## config.mk

```make
export PLATFORM = sky130hd
export DESIGN_NAME = etx_line_encoder
export DESIGN_NICKNAME = d
export VERILOG_FILES = /design/src/etx_pkg.sv /design/src/etx_encoder.sv /design/src/etx_line_encoder.sv
export SDC_FILE = /design/constraint.sdc
export NUM_CORES = 1
export LEC_CHECK = 0
export ABC_AREA = 1
export BUFFER_PORTS_ARGS = -buffer_cell sky130_fd_sc_hd__buf_4
export CAP_MARGIN = 20
export CORE_UTILIZATION = 40
export DETAILED_ROUTE_END_ITERATION = 16
export GPL_TIMING_DRIVEN = 1
export PLACE_DENSITY = 0.7
export SYNTH_ARGS = -nofsm -noshare
export SYNTH_HDL_FRONTEND = slang
export SYNTH_SLANG_ARGS = --single-unit
```

## constraint.sdc

```tcl
create_clock -name i_clock -period 1.5 [get_ports i_clock]
set_clock_uncertainty 0.1 [all_clocks]
set_input_delay 0 -clock i_clock [delete_from_list [all_inputs] [get_ports i_clock]]
set_output_delay 0 -clock i_clock [all_outputs]
set_load 0.005 [all_outputs]
```

## src/etx_pkg.sv

```systemverilog
// Package for the transmit line encoder: register map, field positions and timing counts.
// Assumes a single 10 MHz system clock; the link clock is sampled as an ordinary input.
package etx_pkg;
  // Register byte addresses.
  localparam logic [7:0] CTRL_ADDR = 8'h00;
  localparam logic [7:0] STATUS_ADDR = 8'h04;
  localparam logic [7:0] IRQ_STAT_ADDR = 8'h08;
  localparam logic [7:0] IRQ_MASK_ADDR = 8'h0c;
  // Control register fields.
  localparam int CTRL_RAIL_FORMAT = 0;
  localparam int CTRL_BUILD_OUT = 1;
  localparam int CTRL_DRIVE_MON = 2;
  localparam int CTRL_TX_ON = 3;
  localparam int CTRL_HOST_MODE = 4;
  localparam int CTRL_RATE_LO = 5;
  localparam int CTRL_WIDTH = 7;
  localparam logic [6:0] CTRL_RESET = 7'h00;
  // Status and interrupt fields.
  localparam int STAT_FAULT = 0;
  localparam int STAT_TX_ENABLED = 1;
  localparam int STAT_BUILD_OUT = 2;
  localparam int IRQ_FAULT_SET = 0;
  localparam int IRQ_FAULT_CLR = 1;
  localparam int IRQ_WIDTH = 2;
  // Line rate codes.
  localparam logic [1:0] RATE_E3 = 2'h0;
  localparam logic [1:0] RATE_DS3 = 2'h1;
  localparam logic [1:0] RATE_STS1 = 2'h2;
  // Drive monitor threshold in transmit clock periods.
  localparam int FAULT_PERIODS = 128;
  localparam int FAULT_TOLERANCE = 32;
endpackage
```

## src/etx_encoder.sv

```systemverilog
// Zero-substitution line encoder, advanced once per transmit clock bit.
// Assumes i_bit_strobe is a one-cycle pulse on the system clock for each new bit.
`timescale 1ns/100ps
`default_nettype none
module etx_encoder (
  // Clock and reset
  input wire logic i_clock,
  input wire logic i_resetn,
  // Bit stream
  input wire logic i_bit_strobe,
  input wire logic i_data,
  input wire logic i_hdb3,
  // Encoded rails
  output logic o_pos,
  output logic o_neg
);
  // Delay line holds the bits that a substitution may still rewrite.
  logic [3:0] pipe_reg;
  logic [3:0] mark_reg;
  logic [3:0] viol_reg;
  logic last_pol_reg;
  logic odd_reg;
  logic zero_run;
  logic [3:0] ins_mark;
  logic [3:0] ins_viol;
  logic out_mark;
  logic out_viol;
  logic pol_next;

  always_comb begin
    // Incoming bit joins slot 0; a full run of zeros triggers the rewrite.
    ins_mark = {mark_reg[2:0], i_data};
    ins_viol = {viol_reg[2:0], 1'b0};
    zero_run = i_hdb3 ? (ins_mark == 4'h0) : (ins_mark[2:0] == 3'h0);
    // A run of zeros never holds a violation, so back-to-back runs are each replaced.
    if (zero_run) begin
      if (i_hdb3) begin
        // Even marks since the last violation: B00V, else 000V.
        ins_mark = {!odd_reg, 3'h1};
        ins_viol = 4'h1;
      end else begin
        // Even marks: B0V, else 00V.
        ins_mark = {ins_mark[3], !odd_reg, 2'h1};
        ins_viol = 4'h1;
      end
    end
  end

  always_ff @(posedge i_clock or negedge i_resetn) begin
    if (!i_resetn) begin
      mark_reg <= 4'h0;
      viol_reg <= 4'h0;
      pipe_reg <= 4'h0;
    end else if (i_bit_strobe) begin
      mark_reg <= ins_mark;
      viol_reg <= ins_viol;
      pipe_reg <= {pipe_reg[2:0], 1'b1};
    end
  end

  // Output taps slot 3 for HDB3 and slot 2 otherwise; a violation repeats the previous polarity.
  assign out_mark = i_hdb3 ? mark_reg[3] : mark_reg[2];
  assign out_viol = i_hdb3 ? viol_reg[3] : viol_reg[2];
  assign pol_next = out_viol ? last_pol_reg : !last_pol_reg;

  always_ff @(posedge i_clock or negedge i_resetn) begin
    if (!i_resetn) begin
      last_pol_reg <= 1'b0;
      odd_reg <= 1'b0;
      o_pos <= 1'b0;
      o_neg <= 1'b0;
    end else if (i_bit_strobe) begin
      o_pos <= out_mark && pol_next && (i_hdb3 ? pipe_reg[3] : pipe_reg[2]);
      o_neg <= out_mark && !pol_next && (i_hdb3 ? pipe_reg[3] : pipe_reg[2]);
      if (out_mark) begin
        last_pol_reg <= pol_next;
      end
      // Parity counts marks entering the line since the newest violation.
      if (zero_run) begin
        odd_reg <= 1'b0;
      end else if (i_data) begin
        odd_reg <= !odd_reg;
      end
    end
  end
endmodule
`default_nettype wire

```

## src/etx_line_encoder.sv

```systemverilog
// Transmit path top: rail format select, zero substitution, build-out, drive monitor, enable.
// Assumes the transmit rate clock and rail inputs are asynchronous and sampled by i_clock.
//
// Chosen here: strobed register access and the register offsets.
`timescale 1ns/100ps
`default_nettype none
module etx_line_encoder #(
  parameter int FAULT_COUNT = etx_pkg::FAULT_PERIODS
) (
  // Clock and reset
  input wire logic i_clock,
  input wire logic i_resetn,
  // Register port
  input wire logic [7:0] i_addr,
  input wire logic [31:0] i_wdata,
  input wire logic i_write,
  input wire logic i_read,
  output logic [31:0] o_rdata,
  // Configuration pins
  input wire logic i_rail_format_select,
  input wire logic i_build_out_select,
  input wire logic i_transmitter_on,
  input wire logic [1:0] i_line_rate,
  // Framer side
  input wire logic i_transmit_rate_clock,
  input wire logic i_tx_positive_rail_in,
  input wire logic i_tx_negative_rail_in,
  // Monitor inputs
  input wire logic i_monitor_positive_in,
  input wire logic i_monitor_negative_in,
  // Line side
  output logic o_line_out_positive,
  output logic o_line_out_negative,
  output logic o_line_out_positive_oe,
  output logic o_line_out_negative_oe,
  output logic o_build_out_en,
  output logic o_drive_fault_out,
  output logic o_irq
);
  localparam int CW = $clog2(FAULT_COUNT + 1);

  logic [6:0] ctrl_reg;
  logic [1:0] irq_stat_reg;
  logic [1:0] irq_mask_reg;
  logic [2:0] clk_sync_reg;
  logic [1:0] pos_sync_reg;
  logic [1:0] neg_sync_reg;
  logic [1:0] mpos_sync_reg;
  logic [1:0] mneg_sync_reg;
  logic [1:0] pin_sync_reg;
  logic [1:0] rsel_sync_reg;
  logic [1:0] bsel_sync_reg;
  logic [3:0] rate_sync_reg;
  logic bit_strobe;
  logic host_mode;
  logic single_rail;
  logic hdb3;
  logic [1:0] rate;
  logic enc_pos;
  logic enc_neg;
  logic line_pos_reg;
  logic line_neg_reg;
  logic tx_enabled;
  logic mon_pos_prev_reg;
  logic mon_neg_prev_reg;
  logic mon_pos;
  logic mon_neg;
  logic transition;
  logic [CW-1:0] idle_count_reg;
  logic fault_reg;
  logic fault_prev_reg;
  logic [1:0] irq_events;
  logic [2:0] status;

  // Two-flop synchronisers; the third clock stage is only for edge detection.
  always_ff @(posedge i_clock or negedge i_resetn) begin
    if (!i_resetn) begin
      clk_sync_reg <= 3'h0;
      pos_sync_reg <= 2'h0;
      neg_sync_reg <= 2'h0;
      mpos_sync_reg <= 2'h0;
      mneg_sync_reg <= 2'h0;
      pin_sync_reg <= 2'h0;
      rsel_sync_reg <= 2'h0;
      bsel_sync_reg <= 2'h0;
      rate_sync_reg <= 4'h0;
    end else begin
      rsel_sync_reg <= {rsel_sync_reg[0], i_rail_format_select};
      bsel_sync_reg <= {bsel_sync_reg[0], i_build_out_select};
      rate_sync_reg <= {rate_sync_reg[1:0], i_line_rate};
      clk_sync_reg <= {clk_sync_reg[1:0], i_transmit_rate_clock};
      pos_sync_reg <= {pos_sync_reg[0], i_tx_positive_rail_in};
      neg_sync_reg <= {neg_sync_reg[0], i_tx_negative_rail_in};
      mpos_sync_reg <= {mpos_sync_reg[0], i_monitor_positive_in};
      mneg_sync_reg <= {mneg_sync_reg[0], i_monitor_negative_in};
      pin_sync_reg <= {pin_sync_reg[0], i_transmitter_on};
    end
  end

  // Data is taken on the rising edge of the sampled rate clock, so any duty cycle works.
  assign bit_strobe = clk_sync_reg[1] && !clk_sync_reg[2];

  // Configuration: host mode takes the control bits, hardware mode the pins.
  assign host_mode = ctrl_reg[etx_pkg::CTRL_HOST_MODE];
  assign single_rail = host_mode ? ctrl_reg[etx_pkg::CTRL_RAIL_FORMAT]
                                 : rsel_sync_reg[1];
  assign rate = host_mode ? ctrl_reg[etx_pkg::CTRL_RATE_LO +: 2] : rate_sync_reg[3:2];
  assign hdb3 = (rate == etx_pkg::RATE_E3);

  etx_encoder u_encoder (
    .i_clock(i_clock),
    .i_resetn(i_resetn),
    .i_bit_strobe(bit_strobe),
    .i_data(pos_sync_reg[1]),
    .i_hdb3(hdb3),
    .o_pos(enc_pos),
    .o_neg(enc_neg)
  );

  // Dual-rail data goes straight through; violations are sent as ordinary pulses.
  always_ff @(posedge i_clock or negedge i_resetn) begin
    if (!i_resetn) begin
      line_pos_reg <= 1'b0;
      line_neg_reg <= 1'b0;
    end else if (bit_strobe) begin
      if (single_rail) begin
        line_pos_reg <= enc_pos;
        line_neg_reg <= enc_neg;
      end else begin
        line_pos_reg <= pos_sync_reg[1];
        line_neg_reg <= neg_sync_reg[1];
      end
    end
  end

  // Host mode still needs the pin high, so a pulled pin always shuts the card off.
  assign tx_enabled = pin_sync_reg[1] && (!host_mode || ctrl_reg[etx_pkg::CTRL_TX_ON]);
  assign o_line_out_positive = line_pos_reg;
  assign o_line_out_negative = line_neg_reg;
  assign o_line_out_positive_oe = tx_enabled;
  assign o_line_out_negative_oe = tx_enabled;

  // Build-out is active low on its select and never used at the E3 rate.
  assign o_build_out_en = !hdb3 && !(host_mode ? ctrl_reg[etx_pkg::CTRL_BUILD_OUT]
                                               : bsel_sync_reg[1]);

  // Drive monitor source: own driver outputs or the external monitor pins.
  assign mon_pos = ctrl_reg[etx_pkg::CTRL_DRIVE_MON] ? (line_pos_reg && tx_enabled)
                                                    : mpos_sync_reg[1];
  assign mon_neg = ctrl_reg[etx_pkg::CTRL_DRIVE_MON] ? (line_neg_reg && tx_enabled)
                                                    : mneg_sync_reg[1];
  assign transition = (mon_pos != mon_pos_prev_reg) || (mon_neg != mon_neg_prev_reg);

  always_ff @(posedge i_clock or negedge i_resetn) begin
    if (!i_resetn) begin
      mon_pos_prev_reg <= 1'b0;
      mon_neg_prev_reg <= 1'b0;
      idle_count_reg <= '0;
      fault_reg <= 1'b0;
    end else begin
      mon_pos_prev_reg <= mon_pos;
      mon_neg_prev_reg <= mon_neg;
      if (transition) begin
        idle_count_reg <= '0;
        fault_reg <= 1'b0;
      end else if (bit_strobe) begin
        if (idle_count_reg == CW'(FAULT_COUNT)) begin
          fault_reg <= 1'b1;
        end else begin
          idle_count_reg <= idle_count_reg + CW'(1);
        end
      end
    end
  end
  assign o_drive_fault_out = fault_reg;

  // Sticky interrupts for fault raise and clear; a new event beats a write-one clear.
  always_ff @(posedge i_clock or negedge i_resetn) begin
    if (!i_resetn) begin
      fault_prev_reg <= 1'b0;
    end else begin
      fault_prev_reg <= fault_reg;
    end
  end
  assign irq_events = {!fault_reg && fault_prev_reg, fault_reg && !fault_prev_reg};

  always_ff @(posedge i_clock or negedge i_resetn) begin
    if (!i_resetn) begin
      irq_stat_reg <= 2'h0;
    end else begin
      if (i_write && (i_addr == etx_pkg::IRQ_STAT_ADDR)) begin
        irq_stat_reg <= (irq_stat_reg & ~i_wdata[1:0]) | irq_events;
      end else begin
        irq_stat_reg <= irq_stat_reg | irq_events;
      end
    end
  end
  assign o_irq = |(irq_stat_reg & irq_mask_reg);

  always_ff @(posedge i_clock or negedge i_resetn) begin
    if (!i_resetn) begin
      ctrl_reg <= etx_pkg::CTRL_RESET;
      irq_mask_reg <= 2'h0;
    end else if (i_write) begin
      if (i_addr == etx_pkg::CTRL_ADDR) begin
        ctrl_reg <= i_wdata[etx_pkg::CTRL_WIDTH-1:0];
      end
      if (i_addr == etx_pkg::IRQ_MASK_ADDR) begin
        irq_mask_reg <= i_wdata[etx_pkg::IRQ_WIDTH-1:0];
      end
    end
  end

  assign status = {o_build_out_en, tx_enabled, fault_reg};

  // Read data valid the cycle after the strobe; unmapped addresses read zero.
  always_ff @(posedge i_clock or negedge i_resetn) begin
    if (!i_resetn) begin
      o_rdata <= 32'h0;
    end else if (i_read) begin
      unique case (i_addr)
        etx_pkg::CTRL_ADDR: o_rdata <= {25'h0, ctrl_reg};
        etx_pkg::STATUS_ADDR: o_rdata <= {29'h0, status};
        etx_pkg::IRQ_STAT_ADDR: o_rdata <= {30'h0, irq_stat_reg};
        etx_pkg::IRQ_MASK_ADDR: o_rdata <= {30'h0, irq_mask_reg};
        default: o_rdata <= 32'h0;
      endcase
    end else begin
      o_rdata <= 32'h0;
    end
  end

  fault_set_a: assert property (@(posedge i_clock) disable iff (!i_resetn)
    (idle_count_reg == CW'(FAULT_COUNT)) && bit_strobe && !transition |=> fault_reg)
    else $error("fault not raised after idle threshold");
  fault_clear_a: assert property (@(posedge i_clock) disable iff (!i_resetn)
    transition |=> !fault_reg && (idle_count_reg == '0))
    else $error("fault not cleared by transition");
  idle_sat_a: assert property (@(posedge i_clock) disable iff (!i_resetn)
    idle_count_reg <= CW'(FAULT_COUNT))
    else $error("idle counter passed threshold");
  oe_off_a: assert property (@(posedge i_clock) disable iff (!i_resetn)
    !pin_sync_reg[1] |-> !o_line_out_positive_oe && !o_line_out_negative_oe)
    else $error("outputs driven with transmitter pin low");
  host_on_a: assert property (@(posedge i_clock) disable iff (!i_resetn)
    host_mode && !ctrl_reg[etx_pkg::CTRL_TX_ON] |-> !o_line_out_positive_oe)
    else $error("host mode drives without enable bit");
  e3_build_a: assert property (@(posedge i_clock) disable iff (!i_resetn)
    hdb3 |-> !o_build_out_en)
    else $error("build-out enabled at E3");
  dual_pass_a: assert property (@(posedge i_clock) disable iff (!i_resetn)
    bit_strobe && !single_rail |=> line_pos_reg == $past(pos_sync_reg[1]))
    else $error("dual-rail data not passed through");
  rails_excl_a: assert property (@(posedge i_clock) disable iff (!i_resetn)
    single_rail && $stable(single_rail) |-> !(enc_pos && enc_neg))
    else $error("encoder drove both rails");
endmodule
`default_nettype wire

```

==> results of run 1 <==
-- cell families after synthesis --
family,Yosys count,synth area share (%)
DFF,69,54.4
xor gates and xnor gates,2,0.552
AOI/OAI and AO/OA,44,8.28
and+or+nand+nor,163,25.0
adders and majority gates,2,0.789
buffers and inverters,65,10.8
other,1,0.118
-- placed cells by master (no fill, tap or decap), types with 3 or more instances in the layout --
master and instances:
sky130_fd_sc_hd__inv_1 34, sky130_fd_sc_hd__clkbuf_8 10, sky130_fd_sc_hd__o21ai_2 3, sky130_fd_sc_hd__conb_1 25, sky130_fd_sc_hd__o21ai_0 20, sky130_fd_sc_hd__nand2_1 69, sky130_fd_sc_hd__dlygate4sd3_1 27, sky130_fd_sc_hd__nand3_2 7
sky130_fd_sc_hd__a21oi_1 9, sky130_fd_sc_hd__dfrtp_1 68, sky130_fd_sc_hd__nand2_2 8, sky130_fd_sc_hd__nand3_1 21, sky130_fd_sc_hd__buf_6 3, sky130_fd_sc_hd__nor2_1 27, sky130_fd_sc_hd__buf_4 51, sky130_fd_sc_hd__nor2_4 10
sky130_fd_sc_hd__nor2_2 8, sky130_fd_sc_hd__o21ai_1 5, sky130_fd_sc_hd__nand2_4 6
-- power by group --
part / total (W) / internal, W / switching, W
clock: 0.00170 / 0.000992 / 0.000707
combinational: 0.000660 / 0.000297 / 0.000363
sequential: 0.00211 / 0.00201 / 0.000105
-- through the flow --
step | setup TNS [ns] | hold slack [ns]
6_report | 0 | 0.0305
3_3_place_gp | 0 | -0.0668
5_1_grt | -0.652 | 0.0521
4_1_cts | 0 | 0.00498
2_1_floorplan | 0 | -0.396
3_5_place_dp | -0.00813 | -0.0599
-- how the worst max path moves through the flow --
stage / slack (ns) / end / startpoint / cells past startpoint
floorplan: 0.11 / idle_count_reg[1]$_DFFE_PN0P_ / idle_count_reg[0]$_DFFE_PN0P_ / 8
global placement: 0.03 / idle_count_reg[1]$_DFFE_PN0P_ / idle_count_reg[1]$_DFFE_PN0P_ / 8
detailed placement: -0.008 / idle_count_reg[1]$_DFFE_PN0P_ / idle_count_reg[1]$_DFFE_PN0P_ / 8
CTS: 0.0009 / o_build_out_en / ctrl_reg[4]$_DFFE_PN0P_ / 5
global route: -0.07 / idle_count_reg[3]$_DFFE_PN0P_ / ctrl_reg[4]$_DFFE_PN0P_ / 8
finish: 0.0008 / idle_count_reg[3]$_DFFE_PN0P_ / ctrl_reg[4]$_DFFE_PN0P_ / 8
-- per-layer routing --
layer	vias to the layer above	global-route usage, %	routed length (microns)	part of all wire [%]
met4	0	7.01	102	1.6
li1	1230	-	-	-
met1	1186	18.8	2640	42
met3	12	5.70	307	4.9
met5	-	0	0	0
met2	61	25.5	3170	51
-- worst max-delay path: cells and delay by family (launching register included) --
kind          cells  cell delay [ns]
simple gates      7             0.66
flops             1             0.52
buf+inv           1             0.16
-- layout make-up --
| cell class | count | area [sq um] |
|---|---|---|
| fill | 662 | 3440 |
| sequential | 69 | 1730 |
| multi-input combinational | 238 | 1320 |
| timing repair buffer | 82 | 707 |
| clock buffer | 10 | 138 |
| inverter | 36 | 138 |
| tap | 102 | 128 |
| clock inverter | 6 | 93.8 |
-- repair_timing --
item,4_1_cts,5_1_grt
pin swaps,0,9
setup buffers,1,4
hold endpoints to repair,97,0
cloned,0,2
resized for setup,3,34
setup endpoints to repair,2,12
hold buffers,27,0
==> metrics list, run 1 <==
* Via count of the first global-routing pass: about 2300
- Number of CTS-inserted buffers: 9
* Cells after synthesis: ~350
- Sequential area share after synthesis: around 54%
- Including well taps, the total number of placed cells is about 500.
- For this block, the via count after detailed routing is about 2500.
- For the pin with the worst max-slew slack, the measured transition is approximately 0.58 ns.
- CP cell instances: buf_6 > nand2_2 > nand4_1 > nand2_2 > nand2_2 > nand2_4 > nand2_8 > nor2_4
- Area grow syn2layout: 34.0%
* Pre-CTS setup slack: -0.00813 ns
* Max-capacitance violation count: 0
* Total routing usage reported by global routing: approximately 16%
- Setup slack of the most critical reg-to-reg path: about 0.00077 ns
- Measured along the x axis, the die boundary spans around 91 microns.
- At the end of routability-driven placement, the weighted congestion stood at 0.857.
- Start point of the worst min-delay path: i_addr[0]
- Main area contributors after synthesis: sky130_fd_sc_hd__dfrtp_1 54%, sky130_fd_sc_hd__nand2_1 9.0%, sky130_fd_sc_hd__buf_4 6.2%
- Area of the mapped netlist: ~3200 sq um
- RSZ-0062 raised after global routing: yes
* FMAX: 667 MHz
* Post-route minimum period: about 1.5 ns
- Pin count of the biggest net entering global routing: 46
- Critical Path End Type: flop
- Run status: finished, final reports clean
* Depth of the worst register-to-register path: 8
- The longest clock path from root to sink contains 2 buffers.
- FP Rows: 32
* Nets@finish: a little under 500
* Total die area: around 8300 sq um
* Worst ir drop on vdd: between 700 and 800 uV
- Top cell type's share of synthesized area: ~54%
- Most frequent CP cell: sky130_fd_sc_hd__nand2_2
* Slowest-stage cell, CP: sky130_fd_sc_hd__dfrtp_2
- The first global-routing pass estimated between 10000 and 15000 microns of wire.
- The register with the most flip-flops in the layout has 8 of them.
- Number of remaining DRC errors: 0
* Clk sinks: 69
- Max-Slew Margin vs Limit: approximately three fifths
- Clock-pin slew was measured on the worst setup and hold paths at around 0.070 ns.
* Mean area per synthesized cell: 9.17 sq um
* Most instantiated flip-flop cell in the synthesis netlist: sky130_fd_sc_hd__dfrtp_1
- Counting distinct cell types in the post-synthesis netlist gives 32.
- Critical path data arrival time: about 1.7 ns
- In this run, synthesis produced a sequential element count of just under 70.
- Class of the tightest hold or removal check: in -> reg
* Post-DR wirelength/cell: between 10 and 15 microns
* Placed Area: between 3000 and 4000 sq um
- In this run the remaining antenna-violating nets after routing total 0.
- Design Area, Final: ~4200 sq um
- Reg-to-reg endpoint: idle_count_reg[3]$_DFFE_PN0P_
- The worst setup path is of the reg -> reg kind.
* Clock latency of the later-clocked register in the worst-skew pair: approximately 0.35 ns
* Leftover overflow at the end of global routing: 0
* R2R Path Start: ctrl_reg[4]$_DFFE_PN0P_
* Number of antenna violations at the first check in global routing: 0
- Number of diodes: 0
- Synth async-reset ratio: between 90% and 100%
* Endpoint with the worst hold slack: o_rdata[3]$_DFF_PN0_
* Tcrit/Tclk final: 99.9%
- During synthesis, Yosys emitted a total of 0 warnings.
- STA puts the critical path data required time at between 1.5 and 2 ns.
* Cell chosen for the clock root: sky130_fd_sc_hd__clkbuf_8
- The design draws between 0.004 and 0.005 W.
- TritonCTS built the clock tree.
* PortBufs: 42
* Chip height: about 91 microns
- Number of synthesized flops with an enable pin: 0
- Worst hold stages: 6
- Setup violations remaining at the end of the flow were counted as 0.
* Boundary pin count: 93
* Largest area contributor in the synthesized netlist: sky130_fd_sc_hd__dfrtp_1
- Cells fill a little under three fifths of the core in the end.
* Initial core utilization: 41.3%
- For this block, the routed nets add up to between 6000 and 7000 microns of wire.
* Final hold viol count: 0
- Maximum fanout along the worst path: 7
* Fraction of final layout cells with drive strength greater than 1: 28.1%
- Iter 0 DRT Violations: approximately 110
- The wire-length estimate of the detail-placed layout is about 4000 microns.
* Number of iterations in the first detailed-routing pass: 4
* Top cells by count, synth: 76 x sky130_fd_sc_hd__nand2_1, 69 x sky130_fd_sc_hd__dfrtp_1, 37 x sky130_fd_sc_hd__nor2_1, 34 x sky130_fd_sc_hd__inv_1, 26 x sky130_fd_sc_hd__buf_4
- Clock H-tree levels: 3
- Yosys instantiated no cell more often than sky130_fd_sc_hd__nand2_1.
* Final worst slack: between 0.0007 and 0.0008 ns
* Detail-routed via count per cell: around 4.6
* Worst path max stage delay: 0.52 ns
- Number of max-slew violations in the final report: 0
* Area of the core: between 7000 and 8000 sq um
- Power density over the cells: 1050 nW/um^2
* Post-Layout Cell Count: ~540
- Element type at the critical path start: flop
- Leakage power of the design: 2.07 nW
Note: power is estimated with default switching activity, not from simulation.
==> run 2: changes to the inputs <==
==> constraint.sdc (replaced) <==
create_clock -name i_clock -period 1.5 [get_ports i_clock]
set_clock_uncertainty 0.1 [all_clocks]
set_input_delay 0.15 -clock i_clock [delete_from_list [all_inputs] [get_ports i_clock]]
set_output_delay 0.15 -clock i_clock [all_outputs]
set_load 0.005 [all_outputs]
==> metrics list, run 2 (synthesized netlist as in run 1, its figures left out) <==
- Critical Path End Type: output port (was flop)
- Commonest non-fill, non-tap cells in the layout: 75 x sky130_fd_sc_hd__nand2_1, 68 x sky130_fd_sc_hd__dfrtp_1, 51 x sky130_fd_sc_hd__buf_4 (was 69 x sky130_fd_sc_hd__nand2_1, 68 x sky130_fd_sc_hd__dfrtp_1, 51 x sky130_fd_sc_hd__buf_4).
* Number of CTS-inserted buffers: 9 (unchanged)
* CTS max path bufs: 2 (unchanged)
- The initial standard-cell utilization of the core is 41.3% (unchanged).
- The total setup violations reported at the end of the flow came to 3 (was 0).
- Detailed Place HPWL: 4130 microns (was 4010 microns)
- Startpoint of the worst setup timing path: ctrl_reg[4]$_DFFE_PN0P_ (unchanged)
* Clk sinks: 69 (unchanged)
* Final worst slack: -0.0753 ns (was 0.000767 ns)
- The leading cell type in the layout, fill and taps excluded is sky130_fd_sc_hd__nand2_1 (unchanged).
- The total number of H-tree levels came to 3 (unchanged).
* Class of the tightest hold or removal check: in -> reg (unchanged)
- The wire length reported by the detailed router was 6330 microns (was 6220 microns).
- Max-capacitance violation count: 0 (unchanged)
* Count of vias placed by the detailed router: 2473 (was 2489)
- The number of routed nets with antenna violations is 0 (unchanged).
- The die area is 8290 sq um (unchanged).
- FP Rows: 32 (unchanged)
* Worst setup endpoint: o_build_out_en (was idle_count_reg[3]$_DFFE_PN0P_)
* Placer's final routability congestion estimate: 0.790 (was 0.857)
* Reg-to-reg endpoint: idle_count_reg[3]$_DFFE_PN0P_ (unchanged)
- The post-placement cell count came to 495 (was 493).
- CP Data Required Time: 1.25 ns (was 1.68 ns)
- The depth of the most critical reg-to-reg path is 9 (was 8).
* Chip height: 91.0 microns (unchanged)
- The area of the core is 7690 sq um (unchanged).
- The number of top-level design ports is 93 (unchanged).
- The final reports fail on setup timing.
* Critical path type: reg -> out (was reg -> reg)
* CTS clock-pin slew for the worst setup and hold paths: 0.07 ns (about the same)
- Total routing usage reported by global routing: 16.1% (was 15.7%)
- Number of iterations in the first detailed-routing pass: 4 (unchanged)
- RSZ-0062 raised after global routing: yes (unchanged)
* Maximum fanout along the worst path: 7 (unchanged)
* Detail-routed via count per cell: 4.61 (was 4.58)
- Run status: finished, violations left (was finished, final reports clean)
- The total power was 0.00430 W (was 0.00447 W).
* Critical path data arrival time: 1.33 ns (was 1.68 ns)
- First-pass GRT wire length: 10200 microns (was 10100 microns)
* Pin count of the biggest net entering global routing: 35 (was 46)
- The final critical-path share of the clock period came to 105% (was 99.9%).
- Final hold slack: 0.0157 ns (was 0.0305 ns)
* Placed Area: 3580 sq um (was 3570 sq um)
- Horiz. Die Dim: 91.0 microns (unchanged)
- Design Area, Final: 4150 sq um (was 4250 sq um)
- The wire length per cell after detailed routing is 11.8 microns (was 11.5 microns).
* Final hold viol count: 0 (unchanged)
* Iter 0 DRT Violations: 128 (was 108)
- The fraction of final layout cells sized beyond drive strength 1 was 28.7% (was 28.1%).
* Setup slack of the most critical reg-to-reg path: 0.01 ns (was 0.0008 ns)
* Post-route minimum period: 1.58 ns (was 1.50 ns)
* R2R Path Start: idle_count_reg[0]$_DFFE_PN0P_ (was ctrl_reg[4]$_DFFE_PN0P_)
- The master cell of the clock root buffer is sky130_fd_sc_hd__clkbuf_8 (unchanged).
- The areal power density over the cells is 1040 nW/um^2 (was 1050 nW/um^2).
* Number of max-slew violations in the final report: 0 (unchanged)
* Clock tree from TritonCTS: built (unchanged)
* Via count of the first global-routing pass: 2343 (was 2283)
* Number of diodes: 0 (unchanged)
* Leakage power of the design: 2.02 nW (was 2.07 nW)
- The layout-stage area growth over the synthesis result was 30.9% (was 34.0%).
- The leftover overflow at the end of global routing was 0 (unchanged).
* FMAX: 635 MHz (was 667 MHz)
- The type of origin of the critical path was a flop (unchanged).
- The final layout net count came to 486 (was 492).
- The remaining routing DRC violations was 0 (unchanged).
- The count of placed standard cells in the final layout, fillers left out came to 537 (was 543).
- Number of flip-flops in the largest register: 8 (unchanged)
- The clock latency on the worst-skew pair was 0.35 ns (about the same).
* Number of antenna violations at the first check in global routing: 0 (unchanged)
- PortBufs: 42 (unchanged)
- The largest vdd supply drop was 746 uV (was 703 uV).
-- run 2: changes by cell type in the layout (fill, tap and decap cells not counted), moves of 2 or more --
cell                            before  now
sky130_fd_sc_hd__a21oi_1             9    7
sky130_fd_sc_hd__nand2_2             8    4
sky130_fd_sc_hd__o21ai_0            20   18
sky130_fd_sc_hd__buf_6               3    6
sky130_fd_sc_hd__o21ai_1             5    7
sky130_fd_sc_hd__nand2_1            69   75
sky130_fd_sc_hd__ha_1                2    0
sky130_fd_sc_hd__ha_2                0    2
sky130_fd_sc_hd__dlygate4sd3_1      27   18
-- run 2: routing by layer --
metal	vias to the layer above	wire length (microns)	track usage [%]
li1	1216	-	-
met1	1178	2690	19.4
met2	67	3200	26.2
met3	12	312	4.94
met4	0	123	8.20
met5	-	0	0
-- run 2: worst min path at each step --
stage	startpoint	to	slack [ns]	cells after the start
after CTS	i_read	o_rdata[2]$_DFF_PN0_	0.004	3
after detailed placement	i_resetn	clk_sync_reg[0]$_DFF_PN0_	-0.06	1
after floorplan	i_resetn	bsel_sync_reg[0]$_DFF_PN0_	-0.25	0
after global routing	i_read	o_rdata[2]$_DFF_PN0_	0.04	3
final	i_read	o_rdata[2]$_DFF_PN0_	0.02	3
after global placement	i_resetn	clk_sync_reg[0]$_DFF_PN0_	-0.06	1
-- run 2: power breakdown --
| part | internal (W) | total [W] | switching [W] |
|---|---|---|---|
| sequential | 0.00201 | 0.00212 | 0.000109 |
| combinational | 0.000284 | 0.000639 | 0.000354 |
| clock | 0.000786 | 0.00155 | 0.000760 |
-- run 2: critical path, stage by stage, from the launching register on --
cell,delay (ns)
sky130_fd_sc_hd__dfrtp_2,0.51
sky130_fd_sc_hd__nand3_4,0.19
sky130_fd_sc_hd__nand2_8,0.07
sky130_fd_sc_hd__nor2_4,0.10
sky130_fd_sc_hd__buf_6,0.10
-- run 2: per-stage QoR --
step / setup WS, ns / util (%) / setup TNS, ns
global placement: 0.0254 / 46.6 / 0
floorplan: 0.106 / - / 0
CTS: -0.0922 / 52.2 / -0.252
global route: -0.131 / 54.0 / -1.02
detailed placement: -0.00114 / 46.6 / -0.00114
finish: -0.0753 / 54.0 / -0.136
-- run 2: layout make-up --
type / count / area [sq um]
multi-input cells: 238 / 1300
clock inverters: 7 / 81.3
fillers: 685 / 3530
inverters: 36 / 138
repair buffers: 76 / 651
clock buffers: 9 / 124
flip-flops and latches: 69 / 1730
well taps: 102 / 128
-- run 2: repair_timing --
action	in CTS	in global routing
pin swaps	2	10
resized for setup	9	28
endpoints found under the hold margin	86	0
buffers inserted	2	4
hold buffers	18	0
endpoints found under the setup margin	4	22
gates cloned	0	2
==> run 3: changes to the inputs <==
--- a/config.mk
+++ b/config.mk
@@ -8,6 +8,7 @@
 export ABC_AREA = 1
 export BUFFER_PORTS_ARGS = -buffer_cell sky130_fd_sc_hd__buf_4
 export CAP_MARGIN = 20
+export CORE_ASPECT_RATIO = 0.5
 export CORE_UTILIZATION = 40
 export DETAILED_ROUTE_END_ITERATION = 16
 export GPL_TIMING_DRIVEN = 1
==> metrics list, run 3 (synthesized netlist as in run 1, its figures left out) <==
- Run status: finished, violations left (unchanged).
- Violations in the final reports: setup timing (unchanged)
- The clock latency on the worst-skew pair came to 0.33 ns (was 0.35 ns).
- The number of pins with negative max-slew slack in the final report was 0 (unchanged).
* Number of iterations in the first detailed-routing pass: 4 (unchanged)
* Clk sinks: 69 (unchanged)
* Sequential cell area: 1730 sq um (unchanged)
* Critical path data arrival time: 1.31 ns (was 1.33 ns)
- The worst hold margin was 0.0117 ns (was 0.0157 ns).
* Pin count of the biggest net entering global routing: 37 (was 35)
* Number of remaining DRC errors: 0 (unchanged)
- Area occupied by multi-input gates: 1360 sq um (was 1300 sq um)
- Total routing usage reported by global routing: 15.0% (was 16.1%)
- Element type at the critical path start: flop (unchanged)
- Number of flip-flops in the largest register: 8 (unchanged)
- The leftover overflow at the end of global routing was 0 (unchanged).
- Post-DR wirelength/cell: 11.2 microns (was 11.8 microns)
- The initial DRC count was 118 (was 128).
- Commonest non-fill, non-tap cells in the layout: 72 x sky130_fd_sc_hd__nand2_1, 68 x sky130_fd_sc_hd__dfrtp_1, 49 x sky130_fd_sc_hd__buf_4 (was 75 x sky130_fd_sc_hd__nand2_1, 68 x sky130_fd_sc_hd__dfrtp_1, 51 x sky130_fd_sc_hd__buf_4)
- CP Data Required Time: 1.25 ns (about the same)
- Chip height: 65.0 microns (was 91.0 microns)
- Critical Path End Type: output port (unchanged)
- The leading cell type in the layout, fill and taps excluded is sky130_fd_sc_hd__nand2_1 (unchanged).
* Final hold viol count: 0 (unchanged)
- The die extent in x came to 128 microns (was 91.0 microns).
* Core Util, Final: 57.2% (was 54.0%)
* PortBufs: 42 (unchanged)
- The path type of the worst min-delay path was in -> reg (unchanged).
- RSZ-0062 raised after global routing: yes (unchanged)
* FP Rows: 22 (was 32)
* Via count of the first global-routing pass: 2092 (was 2343)
- Leakage power of the design: 2.06 nW (was 2.02 nW)
- Detailed Route WL: 6050 microns (was 6330 microns)
- Post-route minimum period: 1.56 ns (was 1.58 ns)
- Count of vias placed by the detailed router: 2418 (was 2473)
- The die area is 8310 sq um (was 8290 sq um).
- Clock H-tree levels: 3 (unchanged)
- Count of antenna-violating nets left after detailed routing: 0 (unchanged)
- The minimum setup slack in the final design was -0.0591 ns (was -0.0753 ns).
- Number of diodes: 0 (unchanged)
* Max-capacitance violation count: 0 (unchanged)
* Fraction of final layout cells with drive strength greater than 1: 29.7% (was 28.7%)
- The total setup violations reported at the end of the flow is 4 (was 3).
* CTS clock-pin slew for the worst setup and hold paths: 0.06 ns (was 0.07 ns)
- The post-detailed-route via-to-cell ratio came to 4.49 (was 4.61).
* Power density over the cells: 1130 nW/um^2 (was 1040 nW/um^2)
* Number of CTS-inserted buffers: 9 (unchanged)
- Detailed Place HPWL: 3980 microns (was 4130 microns)
- The classification of the worst setup path is reg -> out (unchanged).
* Nets@finish: 482 (was 486)
- The wire length of the first global-routing pass came to 9490 microns (was 10200 microns).
* GR met3 Demand/Resource: 5.04% (was 4.94%)
* Number of antenna violations at the first check in global routing: 0 (unchanged)
* Initial core utilization: 42.4% (was 41.3%)
- Setup TNS: -0.165 ns (was -0.136 ns)
- The largest fanout on the critical path is 4 (was 7).
- The layout-stage area growth over the synthesis result came to 35.0% (was 30.9%).
* FMAX: 641 MHz (was 635 MHz)
- The area of the core was 7490 sq um (was 7690 sq um).
- Most Used Layer, Global Route: met2 (unchanged)
* Final-layout fill cell count: 653 (was 685)
- The final critical-path share of the clock period is 104% (was 105%).
* Boundary pin count: 93 (unchanged)
- The global routing met1 resource utilization was 19.3% (was 19.4%).
- Clock tree from TritonCTS: built (unchanged)
* Cell chosen for the clock root: sky130_fd_sc_hd__clkbuf_16 (was sky130_fd_sc_hd__clkbuf_8)
- The met2 track utilization from global routing is 23.4% (was 26.2%).
- CTS max path bufs: 2 (unchanged)
- Worst ir drop on vdd: 731 uV (was 746 uV)
* Placer's final routability congestion estimate: 0.771 (was 0.790)
[run 3: cell count changes in the layout (fill, tap and decap cells not counted), moves of 3 or more]
cell                        delta
sky130_fd_sc_hd__clkbuf_16     +9
sky130_fd_sc_hd__nand2_1       -3
sky130_fd_sc_hd__inv_2         +3
sky130_fd_sc_hd__o21ai_1       -3
sky130_fd_sc_hd__clkbuf_8      -9
[run 3: critical path, stage by stage (launching register included)]
cell	delay [ns]
sky130_fd_sc_hd__dfrtp_2	0.47
sky130_fd_sc_hd__buf_12	0.15
sky130_fd_sc_hd__a21boi_2	0.13
sky130_fd_sc_hd__buf_4	0.15
sky130_fd_sc_hd__buf_6	0.09
[run 3: through the flow]
stage | cell area [sq um] | worst slack (ns) | instances | total power (W)
4_1_cts | 4090 | -0.0614 | 535 | 0.00477
2_1_floorplan | 3260 | 0.106 | 370 | 0.00249
3_5_place_dp | 3580 | -0.00504 | 500 | 0.00268
6_report | 4280 | -0.0591 | 539 | 0.00484
5_1_grt | 4280 | -0.107 | 539 | 0.00506
3_3_place_gp | 3580 | 0.0159 | 500 | 0.00266
[run 3: path summary, 6_finish.rpt]
path	from	to	slack, ns	depth (start not counted)
min reg2reg	mpos_sync_reg[0]$_DFF_PN0_	mpos_sync_reg[1]$_DFF_PN0_	0.24	0
max in group asynchronous	i_resetn	u_encoder.mark_reg[0]$_DFFE_PN0P_	0.66	3
max	ctrl_reg[4]$_DFFE_PN0P_	o_line_out_positive_oe	-0.06	4
max reg2reg	ctrl_reg[4]$_DFFE_PN0P_	idle_count_reg[4]$_DFFE_PN0P_	0	8
min	i_wdata[0]	ctrl_reg[0]$_DFFE_PN0P_	0.01	3
min in group asynchronous	i_resetn	idle_count_reg[4]$_DFFE_PN0P_	0.11	2
[run 3: layout make-up]
cell class | instances | area share [%]
Sequential cell | 69 | 40.3
Multi-Input combinational cell | 238 | 31.8
Timing Repair Buffer | 72 | 14.7
Clock buffer | 10 | 5.35
Inverter | 36 | 3.16
Tap cell | 108 | 3.16
Clock inverter | 6 | 1.49
[run 3: what timing repair did]
item	in CTS	in global routing
cloned	0	2
hold endpoints to repair	84	0
buffers inserted	3	2
setup endpoints to repair	4	16
resized for setup	7	40
hold buffers	16	0
pin swaps	5	14
[run 3: layer usage]
metal	vias to the layer above	routed length, microns	share of wire (%)
met2	87	2810	46
met3	5	352	5.8
met4	0	58	0.96
li1	1201	-	-
met1	1125	2830	47
met5	-	0	0
[run 3: power by group]
group	switching [W]	internal, W
Clock	0.000756	0.00128
Sequential	0.000110	0.00201
Combinational	0.000374	0.000302
Total	0.00124	0.00359
